===== src/pkg/clock_controller_defs.svh =====
`ifndef CLOCK_CONTROLLER_DEFS_SVH
`define CLOCK_CONTROLLER_DEFS_SVH

// Register indices; byte address is four times the index
`define REG_MAIN_CLOCK_CONTROL_A 8'h00
`define REG_MAIN_CLOCK_CONTROL_B 8'h01
`define REG_MAIN_CLOCK_LOCK 8'h02
`define REG_MAIN_CLOCK_STATUS 8'h03
`define REG_FAST_OSC_CONTROL 8'h10
`define REG_FAST_OSC_CALIBRATION_A 8'h11
`define REG_FAST_OSC_CALIBRATION_B 8'h12
`define REG_SLOW_OSC_CONTROL 8'h18
`define REG_CHANGE_PROTECTION 8'h20

// Source select codes
`define SRC_FAST 2'h0
`define SRC_SLOW 2'h1
`define SRC_RESERVED 2'h2
`define SRC_EXT 2'h3

// Source slot numbers inside per-source vectors
`define SLOT_FAST 2'h0
`define SLOT_SLOW 2'h1
`define SLOT_EXT 2'h2

// Field positions
`define RUN_IN_STANDBY_BIT 1
`define CAL_LOCK_BIT 7
`define STAT_EXT_BIT 7
`define STAT_SLOW_BIT 5
`define STAT_FAST_BIT 4
`define STAT_PENDING_BIT 0

// Reset values
`define RESET_SOURCE 2'h0
`define RESET_DIVISION 4'h8
`define RESET_PRESCALER_ENABLE 1'b1

// Protection key and its window in pclk cycles
`define IO_REGISTER_KEY 8'hd8
`define KEY_WINDOW_CYCLES 3'h4

// Start-up edge counts
`define OSC_GATE_EDGES 3'h4
`define EXT_START_EDGES 3'h2

// Low-power oscillator edges per 1 kHz tick, minus one
`define KILO_DIVIDE 5'h1f

`endif


===== src/pkg/clock_controller_pkg.sv =====
package clock_controller_pkg;

    typedef enum logic [1:0] {
        SLEEP_ACTIVE,
        SLEEP_IDLE,
        SLEEP_STANDBY,
        SLEEP_POWER_DOWN
    } sleep_mode_type;

    typedef struct packed {
        logic fast;
        logic slow;
        logic ext;
    } clock_request_type;

    typedef struct packed {
        logic [5:0] frequency_calibration;
        logic [3:0] temperature_slope_calibration;
        logic frequency_select_fuse;
        logic oscillator_lock_fuse;
    } fuse_values_type;

    typedef struct packed {
        logic [4:0] sync1;
        logic [4:0] sync2;
        logic [2:0] prev_edge;
        logic [2:0][2:0] start_cnt;
        logic loaded;
        logic [1:0] source_select;
        logic [1:0] current_source;
        logic prescaler_enable;
        logic [3:0] prescaler_division;
        logic lock_enable;
        logic fast_run_in_standby;
        logic slow_run_in_standby;
        logic [5:0] frequency_calibration;
        logic [3:0] temperature_slope_calibration;
        logic oscillator_lock_fuse;
        logic center_20mhz;
        logic [2:0] key_cnt;
        logic [31:0] prdata;
        logic pready;
        logic pslverr;
        logic [6:0] main_cnt;
        logic per_tick;
        logic cpu_tick;
        logic main_gate;
        logic [4:0] kilo_cnt;
        logic kilo_tick;
        logic [2:0] osc_enable;
        logic rtc_request;
        logic wdt_request;
        logic bod_request;
    } state_type;

endpackage


===== src/rtl/clock_request_controller.sv =====
// Decided for this implementation: the placing of the registers and the APB register port.
`timescale 1ns/10ps
`include "clock_controller_defs.svh"
module clock_request_controller
    import clock_controller_pkg::*;
(
    input wire logic pclk,
    input wire logic presetn,
    input wire logic psel,
    input wire logic penable,
    input wire logic pwrite,
    input wire logic [11:0] paddr,
    input wire logic [31:0] pwdata,
    output logic [31:0] prdata,
    output logic pready,
    output logic pslverr,
    input wire logic fast_osc_tick,
    input wire logic slow_osc_tick,
    input wire logic ext_clock_pin,
    input wire logic fast_analog_ready,
    input wire logic slow_analog_ready,
    input wire clock_request_type peripheral_request,
    input wire logic rtc_enabled,
    input wire logic wdt_enabled,
    input wire logic bod_enabled,
    input wire logic bod_sampled_mode,
    input wire sleep_mode_type sleep_mode,
    input wire logic nvm_busy,
    input wire fuse_values_type fuses,
    output logic fast_osc_enable,
    output logic slow_osc_enable,
    output logic ext_pin_clock_select,
    output logic [1:0] main_source,
    output logic main_clock_gate,
    output logic cpu_clock_tick,
    output logic per_clock_tick,
    output logic kilo_tick,
    output logic rtc_clock_request,
    output logic wdt_clock_request,
    output logic bod_clock_request,
    output logic [5:0] fast_calibration,
    output logic [3:0] temperature_calibration,
    output logic fast_osc_center_20mhz
);

    state_type q;
    state_type d;

    function automatic logic [1:0] slot_of(input logic [1:0] code);
        logic [1:0] s;
        s = `SLOT_FAST;
        if (code == `SRC_SLOW) begin
            s = `SLOT_SLOW;
        end else if (code == `SRC_EXT) begin
            s = `SLOT_EXT;
        end
        return s;
    endfunction

    // Division factor; zero marks a reserved code
    function automatic logic [6:0] factor_of(input logic [3:0] code);
        logic [6:0] f;
        case (code)
            4'h0: f = 7'h02;
            4'h1: f = 7'h04;
            4'h2: f = 7'h08;
            4'h3: f = 7'h10;
            4'h4: f = 7'h20;
            4'h5: f = 7'h40;
            4'h8: f = 7'h06;
            4'h9: f = 7'h0a;
            4'ha: f = 7'h0c;
            4'hb: f = 7'h18;
            4'hc: f = 7'h30;
            default: f = 7'h00;
        endcase
        return f;
    endfunction

    logic [2:0] edge_seen;
    logic [2:0] analog_ok;
    logic [2:0] periph_want;
    logic [2:0] standby_force;
    logic [2:0] want;
    logic [2:0] stable;
    logic [2:0][2:0] target;
    logic [1:0] cur_slot;
    logic [1:0] sel_slot;
    logic pending;
    logic run;
    logic main_tick;
    logic [6:0] factor;
    logic [7:0] index;
    logic [7:0] wbyte;
    logic setup;
    logic wr;
    logic key_ok;
    logic cal_locked;
    logic mapped;
    logic [31:0] rdata;

    always_comb begin
        d = q;
        edge_seen = '0;
        analog_ok = '0;
        periph_want = '0;
        standby_force = '0;
        want = '0;
        stable = '0;
        target = '0;
        cur_slot = slot_of(q.current_source);
        sel_slot = slot_of(q.source_select);
        pending = q.source_select != q.current_source;
        run = 1'b0;
        main_tick = 1'b0;
        factor = '0;
        index = paddr[9:2];
        wbyte = pwdata[7:0];
        setup = psel & ~penable;
        wr = psel & penable & pwrite & q.pready & ~q.pslverr;
        key_ok = q.key_cnt != 3'h0;
        cal_locked = 1'b0;
        mapped = 1'b0;
        rdata = '0;

        // Pins and oscillator edges cross in through two flops
        d.sync1 = {slow_analog_ready, fast_analog_ready, ext_clock_pin, slow_osc_tick, fast_osc_tick};
        d.sync2 = q.sync1;
        d.prev_edge = q.sync2[2:0];
        edge_seen = q.sync2[2:0] & ~q.prev_edge;
        analog_ok = {1'b1, q.sync2[4], q.sync2[3]};

        d.rtc_request = rtc_enabled;
        d.wdt_request = wdt_enabled;
        d.bod_request = bod_enabled & bod_sampled_mode;
        periph_want[`SLOT_FAST] = peripheral_request.fast;
        periph_want[`SLOT_SLOW] = peripheral_request.slow | q.rtc_request | q.wdt_request | q.bod_request;
        periph_want[`SLOT_EXT] = peripheral_request.ext;
        standby_force = {1'b0, q.slow_run_in_standby, q.fast_run_in_standby};

        case (sleep_mode)
            SLEEP_ACTIVE: run = 1'b1;
            SLEEP_IDLE: run = 1'b1;
            SLEEP_STANDBY: run = periph_want[cur_slot] | standby_force[cur_slot];
            default: run = nvm_busy;
        endcase

        // Stable comes from registered counters, which are cleared whenever unrequested
        for (int i = 0; i < 3; i++) begin
            target[i] = (i == 2) ? `EXT_START_EDGES : `OSC_GATE_EDGES;
            stable[i] = q.start_cnt[i] == target[i];
            want[i] = periph_want[i] | (run & ((cur_slot == 2'(i)) | (pending & (sel_slot == 2'(i)))));
            d.osc_enable[i] = want[i] | (standby_force[i] & (sleep_mode != SLEEP_POWER_DOWN));
            if (!want[i] || !analog_ok[i]) begin
                d.start_cnt[i] = 3'h0;
            end else if (edge_seen[i] && !stable[i]) begin
                d.start_cnt[i] = q.start_cnt[i] + 3'h1;
            end
        end

        // Hold the old source until the new one is counted stable
        if (pending && stable[sel_slot]) begin
            d.current_source = q.source_select;
        end

        main_tick = run & stable[cur_slot] & edge_seen[cur_slot];
        d.main_gate = run & stable[cur_slot];
        d.cpu_tick = main_tick;
        factor = factor_of(q.prescaler_division);
        d.per_tick = 1'b0;
        if (!q.prescaler_enable) begin
            d.per_tick = main_tick;
            d.main_cnt = 7'h00;
        end else if (main_tick) begin
            if (q.main_cnt >= factor - 7'h01) begin
                d.main_cnt = 7'h00;
                d.per_tick = 1'b1;
            end else begin
                d.main_cnt = q.main_cnt + 7'h01;
            end
        end

        d.kilo_tick = 1'b0;
        if (stable[`SLOT_SLOW] && edge_seen[`SLOT_SLOW]) begin
            if (q.kilo_cnt == `KILO_DIVIDE) begin
                d.kilo_cnt = 5'h00;
                d.kilo_tick = 1'b1;
            end else begin
                d.kilo_cnt = q.kilo_cnt + 5'h01;
            end
        end

        // Fuses are caught on the first edge after reset release
        if (!q.loaded) begin
            d.loaded = 1'b1;
            d.frequency_calibration = fuses.frequency_calibration;
            d.temperature_slope_calibration = fuses.temperature_slope_calibration;
            d.oscillator_lock_fuse = fuses.oscillator_lock_fuse;
            d.lock_enable = fuses.oscillator_lock_fuse;
            d.center_20mhz = fuses.frequency_select_fuse;
        end

        cal_locked = q.oscillator_lock_fuse | (q.lock_enable & (q.current_source == `SRC_FAST));

        if (index == `REG_MAIN_CLOCK_CONTROL_A) begin
            mapped = 1'b1;
            rdata[1:0] = q.source_select;
        end else if (index == `REG_MAIN_CLOCK_CONTROL_B) begin
            mapped = 1'b1;
            rdata[4:0] = {q.prescaler_division, q.prescaler_enable};
        end else if (index == `REG_MAIN_CLOCK_LOCK) begin
            mapped = 1'b1;
            rdata[0] = q.lock_enable & 1'b0;
        end else if (index == `REG_MAIN_CLOCK_STATUS) begin
            mapped = 1'b1;
            rdata[`STAT_EXT_BIT] = stable[`SLOT_EXT];
            rdata[`STAT_SLOW_BIT] = stable[`SLOT_SLOW];
            rdata[`STAT_FAST_BIT] = stable[`SLOT_FAST];
            rdata[`STAT_PENDING_BIT] = pending;
        end else if (index == `REG_FAST_OSC_CONTROL) begin
            mapped = 1'b1;
            rdata[`RUN_IN_STANDBY_BIT] = q.fast_run_in_standby;
        end else if (index == `REG_FAST_OSC_CALIBRATION_A) begin
            mapped = 1'b1;
            rdata[5:0] = q.frequency_calibration;
        end else if (index == `REG_FAST_OSC_CALIBRATION_B) begin
            mapped = 1'b1;
            rdata[`CAL_LOCK_BIT] = q.oscillator_lock_fuse;
            rdata[3:0] = q.temperature_slope_calibration;
        end else if (index == `REG_SLOW_OSC_CONTROL) begin
            mapped = 1'b1;
            rdata[`RUN_IN_STANDBY_BIT] = q.slow_run_in_standby;
        end else if (index == `REG_CHANGE_PROTECTION) begin
            mapped = 1'b1;
        end

        // Answer one cycle after setup; unmapped or misaligned gives an error
        d.pready = setup;
        if (setup) begin
            d.pslverr = ~mapped | (paddr[1:0] != 2'h0) | (paddr[11:10] != 2'h0);
            d.prdata = pwrite ? 32'h0000_0000 : rdata;
        end

        if (key_ok) begin
            d.key_cnt = q.key_cnt - 3'h1;
        end

        if (wr) begin
            if (index == `REG_CHANGE_PROTECTION) begin
                if (wbyte == `IO_REGISTER_KEY) begin
                    d.key_cnt = `KEY_WINDOW_CYCLES;
                end
            end else if (key_ok) begin
                d.key_cnt = 3'h0;
                if (index == `REG_MAIN_CLOCK_CONTROL_A) begin
                    // A pending external switch can only be undone by reset
                    if (!q.lock_enable && wbyte[1:0] != `SRC_RESERVED &&
                        !(pending && q.source_select == `SRC_EXT)) begin
                        d.source_select = wbyte[1:0];
                    end
                end else if (index == `REG_MAIN_CLOCK_CONTROL_B) begin
                    if (!q.lock_enable && factor_of(wbyte[4:1]) != 7'h00) begin
                        d.prescaler_division = wbyte[4:1];
                        d.prescaler_enable = wbyte[0];
                    end
                end else if (index == `REG_MAIN_CLOCK_LOCK) begin
                    if (!q.lock_enable) begin
                        d.lock_enable = wbyte[0];
                    end
                end else if (index == `REG_FAST_OSC_CONTROL) begin
                    d.fast_run_in_standby = wbyte[`RUN_IN_STANDBY_BIT];
                end else if (index == `REG_FAST_OSC_CALIBRATION_A) begin
                    if (!cal_locked) begin
                        d.frequency_calibration = wbyte[5:0];
                    end
                end else if (index == `REG_FAST_OSC_CALIBRATION_B) begin
                    if (!cal_locked) begin
                        d.temperature_slope_calibration = wbyte[3:0];
                    end
                end else if (index == `REG_SLOW_OSC_CONTROL) begin
                    d.slow_run_in_standby = wbyte[`RUN_IN_STANDBY_BIT];
                end
            end
        end
    end

    always_ff @(posedge pclk or negedge presetn) begin
        if (!presetn) begin
            q <= '0;
            q.source_select <= `RESET_SOURCE;
            q.current_source <= `RESET_SOURCE;
            q.prescaler_enable <= `RESET_PRESCALER_ENABLE;
            q.prescaler_division <= `RESET_DIVISION;
        end else begin
            q <= d;
        end
    end

    assign prdata = q.prdata;
    assign pready = q.pready;
    assign pslverr = q.pslverr;
    assign fast_osc_enable = q.osc_enable[`SLOT_FAST];
    assign slow_osc_enable = q.osc_enable[`SLOT_SLOW];
    assign ext_pin_clock_select = q.osc_enable[`SLOT_EXT];
    assign main_source = q.current_source;
    assign main_clock_gate = q.main_gate;
    assign cpu_clock_tick = q.cpu_tick;
    assign per_clock_tick = q.per_tick;
    assign kilo_tick = q.kilo_tick;
    assign rtc_clock_request = q.rtc_request;
    assign wdt_clock_request = q.wdt_request;
    assign bod_clock_request = q.bod_request;
    assign fast_calibration = q.frequency_calibration;
    assign temperature_calibration = q.temperature_slope_calibration;
    assign fast_osc_center_20mhz = q.center_20mhz;

endmodule


===== config.mk =====
export PLATFORM = sky130hd
export DESIGN_NAME = clock_request_controller
export DESIGN_NICKNAME = d
export VERILOG_FILES = /design/src/pkg/clock_controller_pkg.sv /design/src/rtl/clock_request_controller.sv
export VERILOG_INCLUDE_DIRS = /design/src /design/src/pkg
export SDC_FILE = /design/constraint.sdc
export NUM_CORES = 1
export LEC_CHECK = 0
export BUFFER_PORTS_ARGS = -buffer_cell sky130_fd_sc_hd__buf_2
export CAP_MARGIN = 40
export CORE_MARGIN = 2
export CORE_UTILIZATION = 50
export CTS_CLUSTER_SIZE = 20
export DETAILED_ROUTE_END_ITERATION = 8
export MAX_ROUTING_LAYER = met4
export PLACE_DENSITY = 0.77
export SETUP_SLACK_MARGIN = 0.05
export SYNTH_ARGS = -nofsm -noshare
export SYNTH_HDL_FRONTEND = slang
export SYNTH_SLANG_ARGS = --single-unit
export TNS_END_PERCENT = 50

===== constraint.sdc =====
create_clock -name pclk -period 9 [get_ports pclk]
set_clock_uncertainty 0.05 [all_clocks]
set_input_delay 1.8 -clock pclk [delete_from_list [all_inputs] [get_ports pclk]]
set_output_delay 1.8 -clock pclk [all_outputs]
set_load 0.005 [all_outputs]

==> results of run 1 <==
cells by family after synthesis:
family / after synthesis / share of synthesized area [%]
muxes: 24 / 5.54
AOI/OAI and AO/OA: 98 / 13.5
DFF: 81 / 44.3
adders and majority gates: 19 / 5.19
buffers and inverters: 81 / 10.6
and+or+nand+nor: 174 / 19.1
xor gates and xnor gates: 8 / 1.53
other: 2 / 0.164
report_power, final:
part	internal (uW)	total (uW)	switching [uW]	leakage, uW
Combinational	86.1	195	109	0.00131
Clock	111	254	144	0.0000859
Sequential	399	434	34.3	0.00101
Total	596	883	287	0.00240
worst register-to-register path, delay by kind of cell, from the launching register on:
| family | cells | cell delay [ps] |
|---|---|---|
| AND/OR/NAND/NOR | 6 | 1180 |
| AO/OA/AOI/OAI | 6 | 1060 |
| adder cells (fa/ha/maj) | 2 | 460 |
| flip-flops | 1 | 450 |
| buffers and inverters | 1 | 120 |
worst min-delay path by stage:
| stage | cells past startpoint | from | slack, ps | to |
|---|---|---|---|---|
| floorplan | 0 | d[99] | 280 | analog_ok[0] |
| global placement | 0 | d[98] | 280 | d[95] |
| detailed placement | 0 | d[99] | 280 | analog_ok[0] |
| CTS | 0 | d[99] | 300 | analog_ok[0] |
| global route | 0 | d[99] | 310 | analog_ok[0] |
| finish | 0 | d[99] | 300 | analog_ok[0] |
layout by cell type (no fill, tap or decap), types with 8 or more instances in the layout:
cell,instances
buf_2,83
dfrtp_1,79
nor2_1,49
nand2_1,46
a21oi_1,34
conb_1,26
inv_1,22
o21ai_0,21
ha_1,19
nand3_1,15
mux2i_1,13
nor3_1,11
mux2_2,11
clkbuf_8,10
nor2b_1,8
nand2b_1,8
cell type report:
cell class	count	area, um^2	area share, %
multi-input cells	349	2150	42.8
flip-flops and latches	81	2030	40.3
repair buffers	85	443	8.80
clock buffers	10	138	2.74
well taps	108	135	2.69
inverters	22	82.6	1.64
clock inverters	6	48.8	0.970
sequential cells by signal, indices dropped and copies added, names as in the netlist, 2 cells and up:
name,count
analog_ok,2
d,8
fast_calibration,6
main_source,2
prdata,7
q,39
temperature_calibration,4
through the flow:
step           setup slack (ps)  std cells  hold WS (ps)  cell area, um^2  util, %
2_1_floorplan              5530        511           281             4670        -
3_3_place_gp               5250        643           281             4820     54.7
3_5_place_dp               5270        645           285             4840     55.0
4_1_cts                    5650        661           304             5030     57.1
5_1_grt                    5300        661           313             5030     57.1
6_report                   5610        661           303             5030     57.1
routing by layer:
layer / up-vias / share of wire [%] / track usage (%) / wire (um)
li1: 1760 / - / - / -
met1: 1751 / 43 / 26.7 / 4290
met2: 127 / 49 / 34.5 / 4970
met3: 21 / 5.7 / 3.79 / 573
met4: 0 / 2.1 / 8.64 / 216
met5: - / 0 / - / 0
cell usage after synthesis (3+ instances only):
library cell   n
o22ai_1        7
a21o_1         6
buf_2          3
mux2i_1       13
inv_1         22
nand2b_1       8
dfrtp_1       79
nor3_1        11
nand3_1       15
nand4_1        3
xnor2_1        6
nor4_1         7
and3_1         4
mux2_2        11
nor2_1        49
clkbuf_1       9
o21ai_0       21
a21oi_1       34
nand4b_1       3
nor2b_1        8
a22o_1         3
a31oi_1        3
nand3b_1       3
buf_4         44
ha_1          19
nand2_1       46
==> results.md, run 1 <==
* Critical path, cell by cell: inv_1 -> nor3_1 -> a21oi_1 -> or2_2 -> ha_1 -> nand2_1 -> nor4_1 -> a221oi_1 -> o21ai_0 -> ha_1 -> a211oi_1 -> a31oi_1 -> nor2_1 -> nand2_1 -> o22ai_1
* Routability Congestion at 0.909
* FILL cells at 784
* Total GRT Usage at 21.4%
* Critical path destination: q[21]
* Layout cell share with drive strength beyond 1 at 22.1%
* Mean area per synthesized cell at 9.41 um^2
* CTS resizes at 0
* Commonest register cell after synthesis: dfrtp_1
* Unique masters post-synth at 60
* IO Pins at between 100 and 150
* Critical path type: flip-flop to flip-flop
* Synth top area cells: dfrtp_1 43%, buf_4 7.2%, ha_1 5.2%, nor2_1 4.0%, nand2_1 3.8%
* Max Clock Freq at 295 MHz
* Endpoints failing setup at 0
* Worst Path Max Fanout at 6
* CTS Buf Count at 9
* Initial Util at 52.0%
* Die area at 9950 um^2
* Largest net degree at the start of global routing at 43
* P_leak at around 0.0024 uW
* Root buffer cell: clkbuf_8
* Startpoint Class: flip-flop
* Cell taking the most area after synthesis: dfrtp_1
* HP Class: flip-flop to flip-flop
* CTS H-tree lvls at 3
* Initial DRT Pass Iterations at 4
* Initial antenna violation count at 0
* Critical Path Max Stage Delay at 450 ps
* Power per cell area at 176 nW/um^2
* Antenna fix cells at 0
* DR vias at 3659
* #FFs+latches synth at 81
* Sequential share of the synthesized area at between 40% and 50%
* Top-area cell type share of the netlist area at 43.1%
* WP data arrival at 3620 ps
* Clk buf depth at 2
* Max-slew violations at 0
* Wirelength, routed at 10100 um
* CTS tree: yes
* Routed Antenna Nets at 0
* # rows at 34
* Sum of buffers and inverters on the critical path at 1
* Yosys Warn Count at 0
* FF-to-FF path depth at 15
* Total power draw at 883 uW
* Worst vdd ir at approximately 0.00014 V
* Layout area overhead at 9.80%
* Crit. path cell count at 15
* Die Ht at 99.7 um
* Final setup TNS at 0 ps
* Drt drc at 0
* Slew headroom at approximately 53%
* Grt total ovfl at 0
* Worst r2r dst: q[21]
* Reg2reg start: q[74]
* Core Area at 8810 um^2
* Synthesized cell area at 4580 um^2
* Slowest stage cell, crit path: dfrtp_1
* Post-synthesis cell count at 487
* Delay-heaviest family, CP: simple AND/OR/NAND/NOR gates
* R2R setup slack at 5610 ps
* Iteration-0 DRC count of the detailed router at approximately 220
* RSZ-0062 raised after global routing: no
* Crit. End Element: flip-flop
* EDFF count, synth at 0
* Net count, final at 643
* CTS Hold Bufs at 0
* Post-CTS Setup Inserts at 0
* Vias in the first global route at 3624
* First-pass GRT wire length at 16500 um
* Chip width at 99.7 um
* Final worst path period need at 3390 ps
* Final period utilization at 37.7%
* Reg clk slew, reported paths at 90 ps
* Run status: finished, final reports clean
* Fin. Hold Viols at 0
* Worst EP required at slightly above 9000 ps
* I/O Buffers at 83
* Post-DR wirelength/cell at 15.2 um
* Worst slew pin tran at 704 ps
* Vias per cell at between 5 and 6
* Worst skew pair latency at 360 ps
* Sink Count at 81
* Post-DP HPWL at 7530 um
* Crit. Startpoint: q[74]
* Maxcap violations at 0
* Async set-reset flop share out of synthesis at 100%
(Power assumes the default switching activity.)
==> run 2: changes to the inputs <==
CORE_UTILIZATION = 47   (was 50)
PLACE_DENSITY = 0.76   (was 0.77)
clock period = 2.99 ns   (was 9 ns; I/O delays follow)
==> run 2 against run 1 <==
- die area grew 6.1%
- non-clock buffer count grew 8
- critical path depth is 1 lower
- final cell count is 5.0% higher
- count of clock-buffer cells in the layout stayed put
- fmax is 23% higher
- largest cell class unchanged
- core utilization is 2.9 points lower
- sequential share of layout area down 1.3 points
- global-route usage fell by 0.25 points
- hold slack worse by 160 ps
- via count increased by 1.0%
==> results.md, run 2 (synthesis gave the netlist of run 1 again) <==
* Post-DP HPWL at 7580 um
* Largest net degree at the start of global routing at 42
* Critical path type: flip-flop to flip-flop
* Die Ht at 103 um
* Initial antenna violation count at 0
* Slowest stage cell, crit path: dfstp_2
* DR vias at 3696
* Power per cell area at approximately 530 nW/um^2
* Worst EP required at 3190 ps
* First-pass GRT wire length at approximately 17000 um
* Fin. Hold Viols at 0
* Iteration-0 DRC count of the detailed router at 210
* RSZ-0062 raised after global routing: no
* Delay-heaviest family, CP: compound AO/OA/AOI/OAI gates
* Reg2reg start: q[77]
* Max-slew violations at 0
* Crit. End Element: flip-flop
* Largest reg by FF count: q
* Initial DRT Pass Iterations at 5
* Final worst path period need at about 2800 ps
* IO Pins at 133
* Endpoints failing setup at 0
* Startpoint Class: flip-flop
* Worst vdd ir at 0.000330 V
* Critical Path Max Stage Delay at 580 ps
* Chip width at 103 um
* Reg clk slew, reported paths at 90 ps
* Worst skew pair latency at 370 ps
* Largest register FFs at 39
* Drt drc at 0
* Final period utilization at 92.6%
* Net count, final at 651
* Most common cell after layout, fill and taps aside: buf_2
* Most used cell, CP: o21ai_1
* Wirelength, routed at 10400 um
* Critical path, cell by cell: nor3_2 -> a21oi_1 -> or2_4 -> ha_4 -> o21ai_1 -> a221oi_1 -> o21ai_1 -> ha_2 -> o21ai_1 -> a31oi_2 -> nor2_2 -> buf_4 -> a21oi_2 -> o22ai_1
* # rows at 36
* Antenna fix cells at 0
* Grt total ovfl at 0
* Layout area overhead at 13.5%
* Max Clock Freq at 361 MHz
* Vias in the first global route at 3577
* Vias per cell at 5.33
* Slew headroom at 53.8%
* Hold Worst Slack at 144 ps
* CTS Buf Count at 9
* FILL cells at ~870
* Post-DR wirelength/cell at 15.0 um
* Run status: finished, final reports clean
* Total power draw at approximately 2700 uW
* CTS H-tree lvls at 3
* Worst Path Max Fanout at 5
* Most frequent cells in the layout: 82 x buf_2, 79 x dfrtp_1, 48 x nor2_1
* I/O Buffers at 83
* Layout cell share with drive strength beyond 1 at 25.3%
* Root buffer cell: clkbuf_8
* P_leak at roughly 0.0025 uW
* HP Class: input pin to asynchronous set/reset pin
* Die area at 10600 um^2
* Sum of buffers and inverters on the critical path at 1
* Clk buf depth at 2
* Total GRT Usage at a little over a fifth
* Sink Count at 81
* Worst slew pin tran at between 600 and 700 ps
* Maxcap violations at 0
* CTS tree: yes
* Crit. Startpoint: q[77]
* Core Area at 9590 um^2
* Initial Util at a little under half
* Final setup TNS at 0 ps
* Routed Antenna Nets at 0
* WP data arrival at 2970 ps
* Routability Congestion at 0.913
-- run 2: cell types whose count changed in the layout (fill, tap and decap cells not counted), sizes merged --
cell	previous run	this run
buf	85	93
bufinv	0	1
clkinv	0	2
clkinvlp	3	0
-- run 2: cell type report --
type | instances | area, um^2 | share of cell area, %
Multi-Input combinational cell | 349 | 2210 | 42.4
Sequential cell | 81 | 2030 | 39.0
Timing Repair Buffer | 93 | 505 | 9.72
Tap cell | 133 | 166 | 3.20
Clock buffer | 10 | 138 | 2.65
Inverter | 22 | 82.6 | 1.59
Clock inverter | 6 | 72.6 | 1.40
-- run 2: what timing repair did --
item | CTS | global route
hold buffers | 0 | 0
pin swaps | 2 | 6
endpoints found under the setup margin | 7 | 8
setup buffers | 0 | 1
gates resized for setup | 6 | 13
-- run 2: metal layers --
metal	wire [um]	global-route usage, %	up-vias
met4	204	7.89	0
met1	4470	27.0	1745
met2	5020	34.2	153
met3	712	3.25	20
li1	-	-	1778
met5	0	-	-
-- run 2: worst paths after layout --
check	to	slack, ps	depth (start not counted)
worst max register to register	q[20]	220	14
worst min-delay path	d[97]	140	1
max in group asynchronous	q[77]	2090	2
worst min register to register	d[95]	300	0
worst max-delay path	q[20]	220	14
min in group pclk	d[99]	280	1
-- run 2: stage by stage --
stage | cells | instance area, um^2 | setup slack [ps] | utilization [%]
floorplan | 511 | 4670 | 134 | -
finish | 694 | 5200 | 221 | 54.2
CTS | 693 | 5150 | 50.6 | 53.7
global placement | 676 | 4910 | 123 | 51.2
detailed placement | 677 | 4930 | 31.7 | 51.4
global route | 694 | 5200 | 55.2 | 54.2
-- run 2: power by group --
part           switching, uW  internal, uW
Sequential               103          1200
Clock                    434           420
Combinational            326           259
-- run 2: worst register-to-register path: stages (launching register included) --
cell      delay, ps
dfstp_2         580
nor3_2           60
a21oi_1         130
or2_4           150
ha_4            150
o21ai_1          70
a221oi_1        260
o21ai_1         110
ha_2            320
o21ai_1          80
a31oi_2         230
nor2_2          100
buf_4           160
a21oi_2         100
o22ai_1         100
==> run 3: changes to the inputs <==
==> constraint.sdc (replaced) <==
create_clock -name pclk -period 2.99 [get_ports pclk]
set_clock_uncertainty 0.05 [all_clocks]
set_input_delay 0.299 -clock pclk [delete_from_list [all_inputs] [get_ports pclk]]
set_output_delay 0.299 -clock pclk [all_outputs]
set_load 0.005 [all_outputs]
==> run 3 against run 2 <==
- sequential power hardly changed
- non-clock buffer count increased by 6
- setup slack lost 22 ps
- sequential share of layout area decreased by 0.17 points
- largest power group unchanged
- combinational power rose by 0.9%
- largest cell class unchanged
- final area rose by 0.43%
- final cell count up 0.72%
- power shrank 4.5%
- wire length down 0.76%
- core utilization grew 0.23 points
==> results.md, run 3 (synthesis gave the netlist of run 1 again) <==
* Most common cell after layout, fill and taps aside: buf_2
* Most frequent cells in the layout: 82 x buf_2, 79 x dfrtp_1, 48 x nor2_1
* Final worst path period need at ~2800 ps
* CTS Buf Count at 9
* DR vias at 3769
* Placed cells at 676
* Setup WS pre-CTS at 42.1 ps
* Non-Filler Instances at about 700
* Layout area overhead at 14.0%
* Worst slew pin tran at 690 ps
* Largest reg by FF count: q
* Vias in the first global route at 3479
* Initial DRT Pass Iterations at 5
* Max-slew violations at 0
* Die area at 10600 um^2
* Grt total ovfl at 0
* Net count, final at 657
* Iteration-0 DRC count of the detailed router at 237
* Largest net degree at the start of global routing at between 40 and 50
* Chip width at 103 um
* First-pass GRT wire length at 16500 um
* IO Pins at 133
* Post-CTS Setup Inserts at 0
* Endpoints failing setup at 0
* Area of the multi-input gates at 2200 um^2
* Critical Path Max Stage Delay at 580 ps
* Vias per cell at 5.39
* Wirelength, routed at slightly above 10000 um
* Worst EP required at approximately 3200 ps
* Post-DP HPWL at 7480 um
* P_leak at 0.00247 uW
* Run status: finished, final reports clean
* Drt drc at 0
* Routed Antenna Nets at 0
* Maxcap violations at 0
* Power per cell area at ~500 nW/um^2
* Slew headroom at a little over half
* Largest register FFs at 39
* Worst skew pair latency at about 360 ps
* Hold Worst Slack at 85.5 ps
* Initial Util at 47.8%
* CTS tree: yes
* Sink Count at 81
* Routability Congestion at roughly 0.89
* Startpoint Class: flip-flop
* Worst Path Max Fanout at 5
* I/O Buffers at 83
* HP Class: input pin to flip-flop
* Sequential cell area at around 2000 um^2
* RSZ-0062 raised after global routing: yes
* Slowest stage cell, crit path: dfstp_2
* WP data arrival at 3020 ps
* Worst vdd ir at 0.000278 V
* Root buffer cell: clkbuf_8
* Max Clock Freq at 358 MHz
* Final WS setup at slightly below 200 ps
* Reg clk slew, reported paths at 80 ps
* Clk buf depth at 2
* Layout cell share with drive strength beyond 1 at 24.2%
* Post-DR wirelength/cell at 14.8 um
* Core Area at 9590 um^2
* Critical path type: flip-flop to flip-flop
* Initial antenna violation count at 0
* Antenna fix cells at 0
* Fin. Hold Viols at 0
* Total GRT Usage at 20.9%
* # rows at 36
* Crit. End Element: flip-flop
* Final period utilization at 93.4%
* CTS H-tree lvls at 3
* FILL cells at 846
* Critical path, cell by cell: a21oi_1 -> or2_2 -> ha_4 -> nand2_1 -> nor4_1 -> a221oi_1 -> o21ai_1 -> ha_2 -> a211oi_2 -> a31oi_2 -> buf_4 -> nor3_1 -> nor2_1 -> o22ai_1
* Die Ht at 103 um
==> run 3: changes by cell type in the layout (fill, tap and decap cells not counted), moves of 2 or more <==
cell | before | now
dlygate4sd3_1 | 0 | 8
a21oi_1 | 32 | 34
a21oi_2 | 2 | 0
buf_4 | 10 | 8
clkinvlp_4 | 0 | 2
nor3_1 | 10 | 8
nor3_2 | 1 | 3
==> run 3: per-stage QoR <==
| step | setup TNS, ps | power (uW) | utilization (%) | instance area [um^2] |
|---|---|---|---|---|
| 6_report | 0 | 2620 | 54.4 | 5220 |
| 4_1_cts | 0 | 2630 | 53.9 | 5170 |
| 3_3_place_gp | 0 | 1870 | 51.1 | 4900 |
| 2_1_floorplan | 0 | 1760 | - | 4670 |
| 3_5_place_dp | 0 | 1900 | 51.3 | 4920 |
| 5_1_grt | -68.1 | 2790 | 54.4 | 5220 |
==> run 3: power by group <==
| group | internal [uW] | leakage (uW) | switching, uW | total (uW) |
|---|---|---|---|---|
| Clock | 321 | 0.0000818 | 405 | 727 |
| Combinational | 264 | 0.00139 | 326 | 590 |
| Sequential | 1200 | 0.00101 | 103 | 1300 |
| Total | 1790 | 0.00247 | 834 | 2620 |
==> run 3: area by class of cell <==
| class | instances | share of cell area (%) |
|---|---|---|
| multi-input combinational | 349 | 42.2 |
| sequential | 81 | 38.9 |
| timing repair buffer | 99 | 10.9 |
| tap | 133 | 3.19 |
| clock buffer | 11 | 2.71 |
| inverter | 22 | 1.58 |
| clock inverter | 4 | 0.551 |
==> run 3: repair_timing <==
| item | in CTS | in global routing |
|---|---|---|
| endpoints found under the hold margin | 49 | 0 |
| gates resized for setup | 2 | 14 |
| hold buffers | 8 | 0 |
| endpoints found under the setup margin | 4 | 8 |
| pin swaps | 1 | 9 |
==> run 3: path summary, 6_finish.rpt <==
check | startpoint | end | slack, ps | cells after the start
setup / recovery | q[77] | q[17] | 200 | 14
hold / removal | bod_sampled_mode | bod_clock_request | 90 | 2
setup reg to reg | q[77] | q[17] | 200 | 14
hold reg to reg | d[96] | d[93] | 300 | 0
max in group asynchronous | presetn | q[78] | 1820 | 3
min in group asynchronous | presetn | d[96] | 410 | 2
==> run 3: metal layers <==
layer / track usage (%) / routed length (um)
met1: 26.1 / 4490
met2: 33.3 / 5010
met3: 3.66 / 595
met4: 9.51 / 227
met5: - / 0
==> run 3: worst max-delay path, delay by kind of cell (launching register included) <==
family	cells	cell delay, ps
and+or+nand+nor	5	620
AOI/OAI and AO/OA	6	870
DFF	1	580
adders and majority gates	2	400
buffers and inverters	1	170
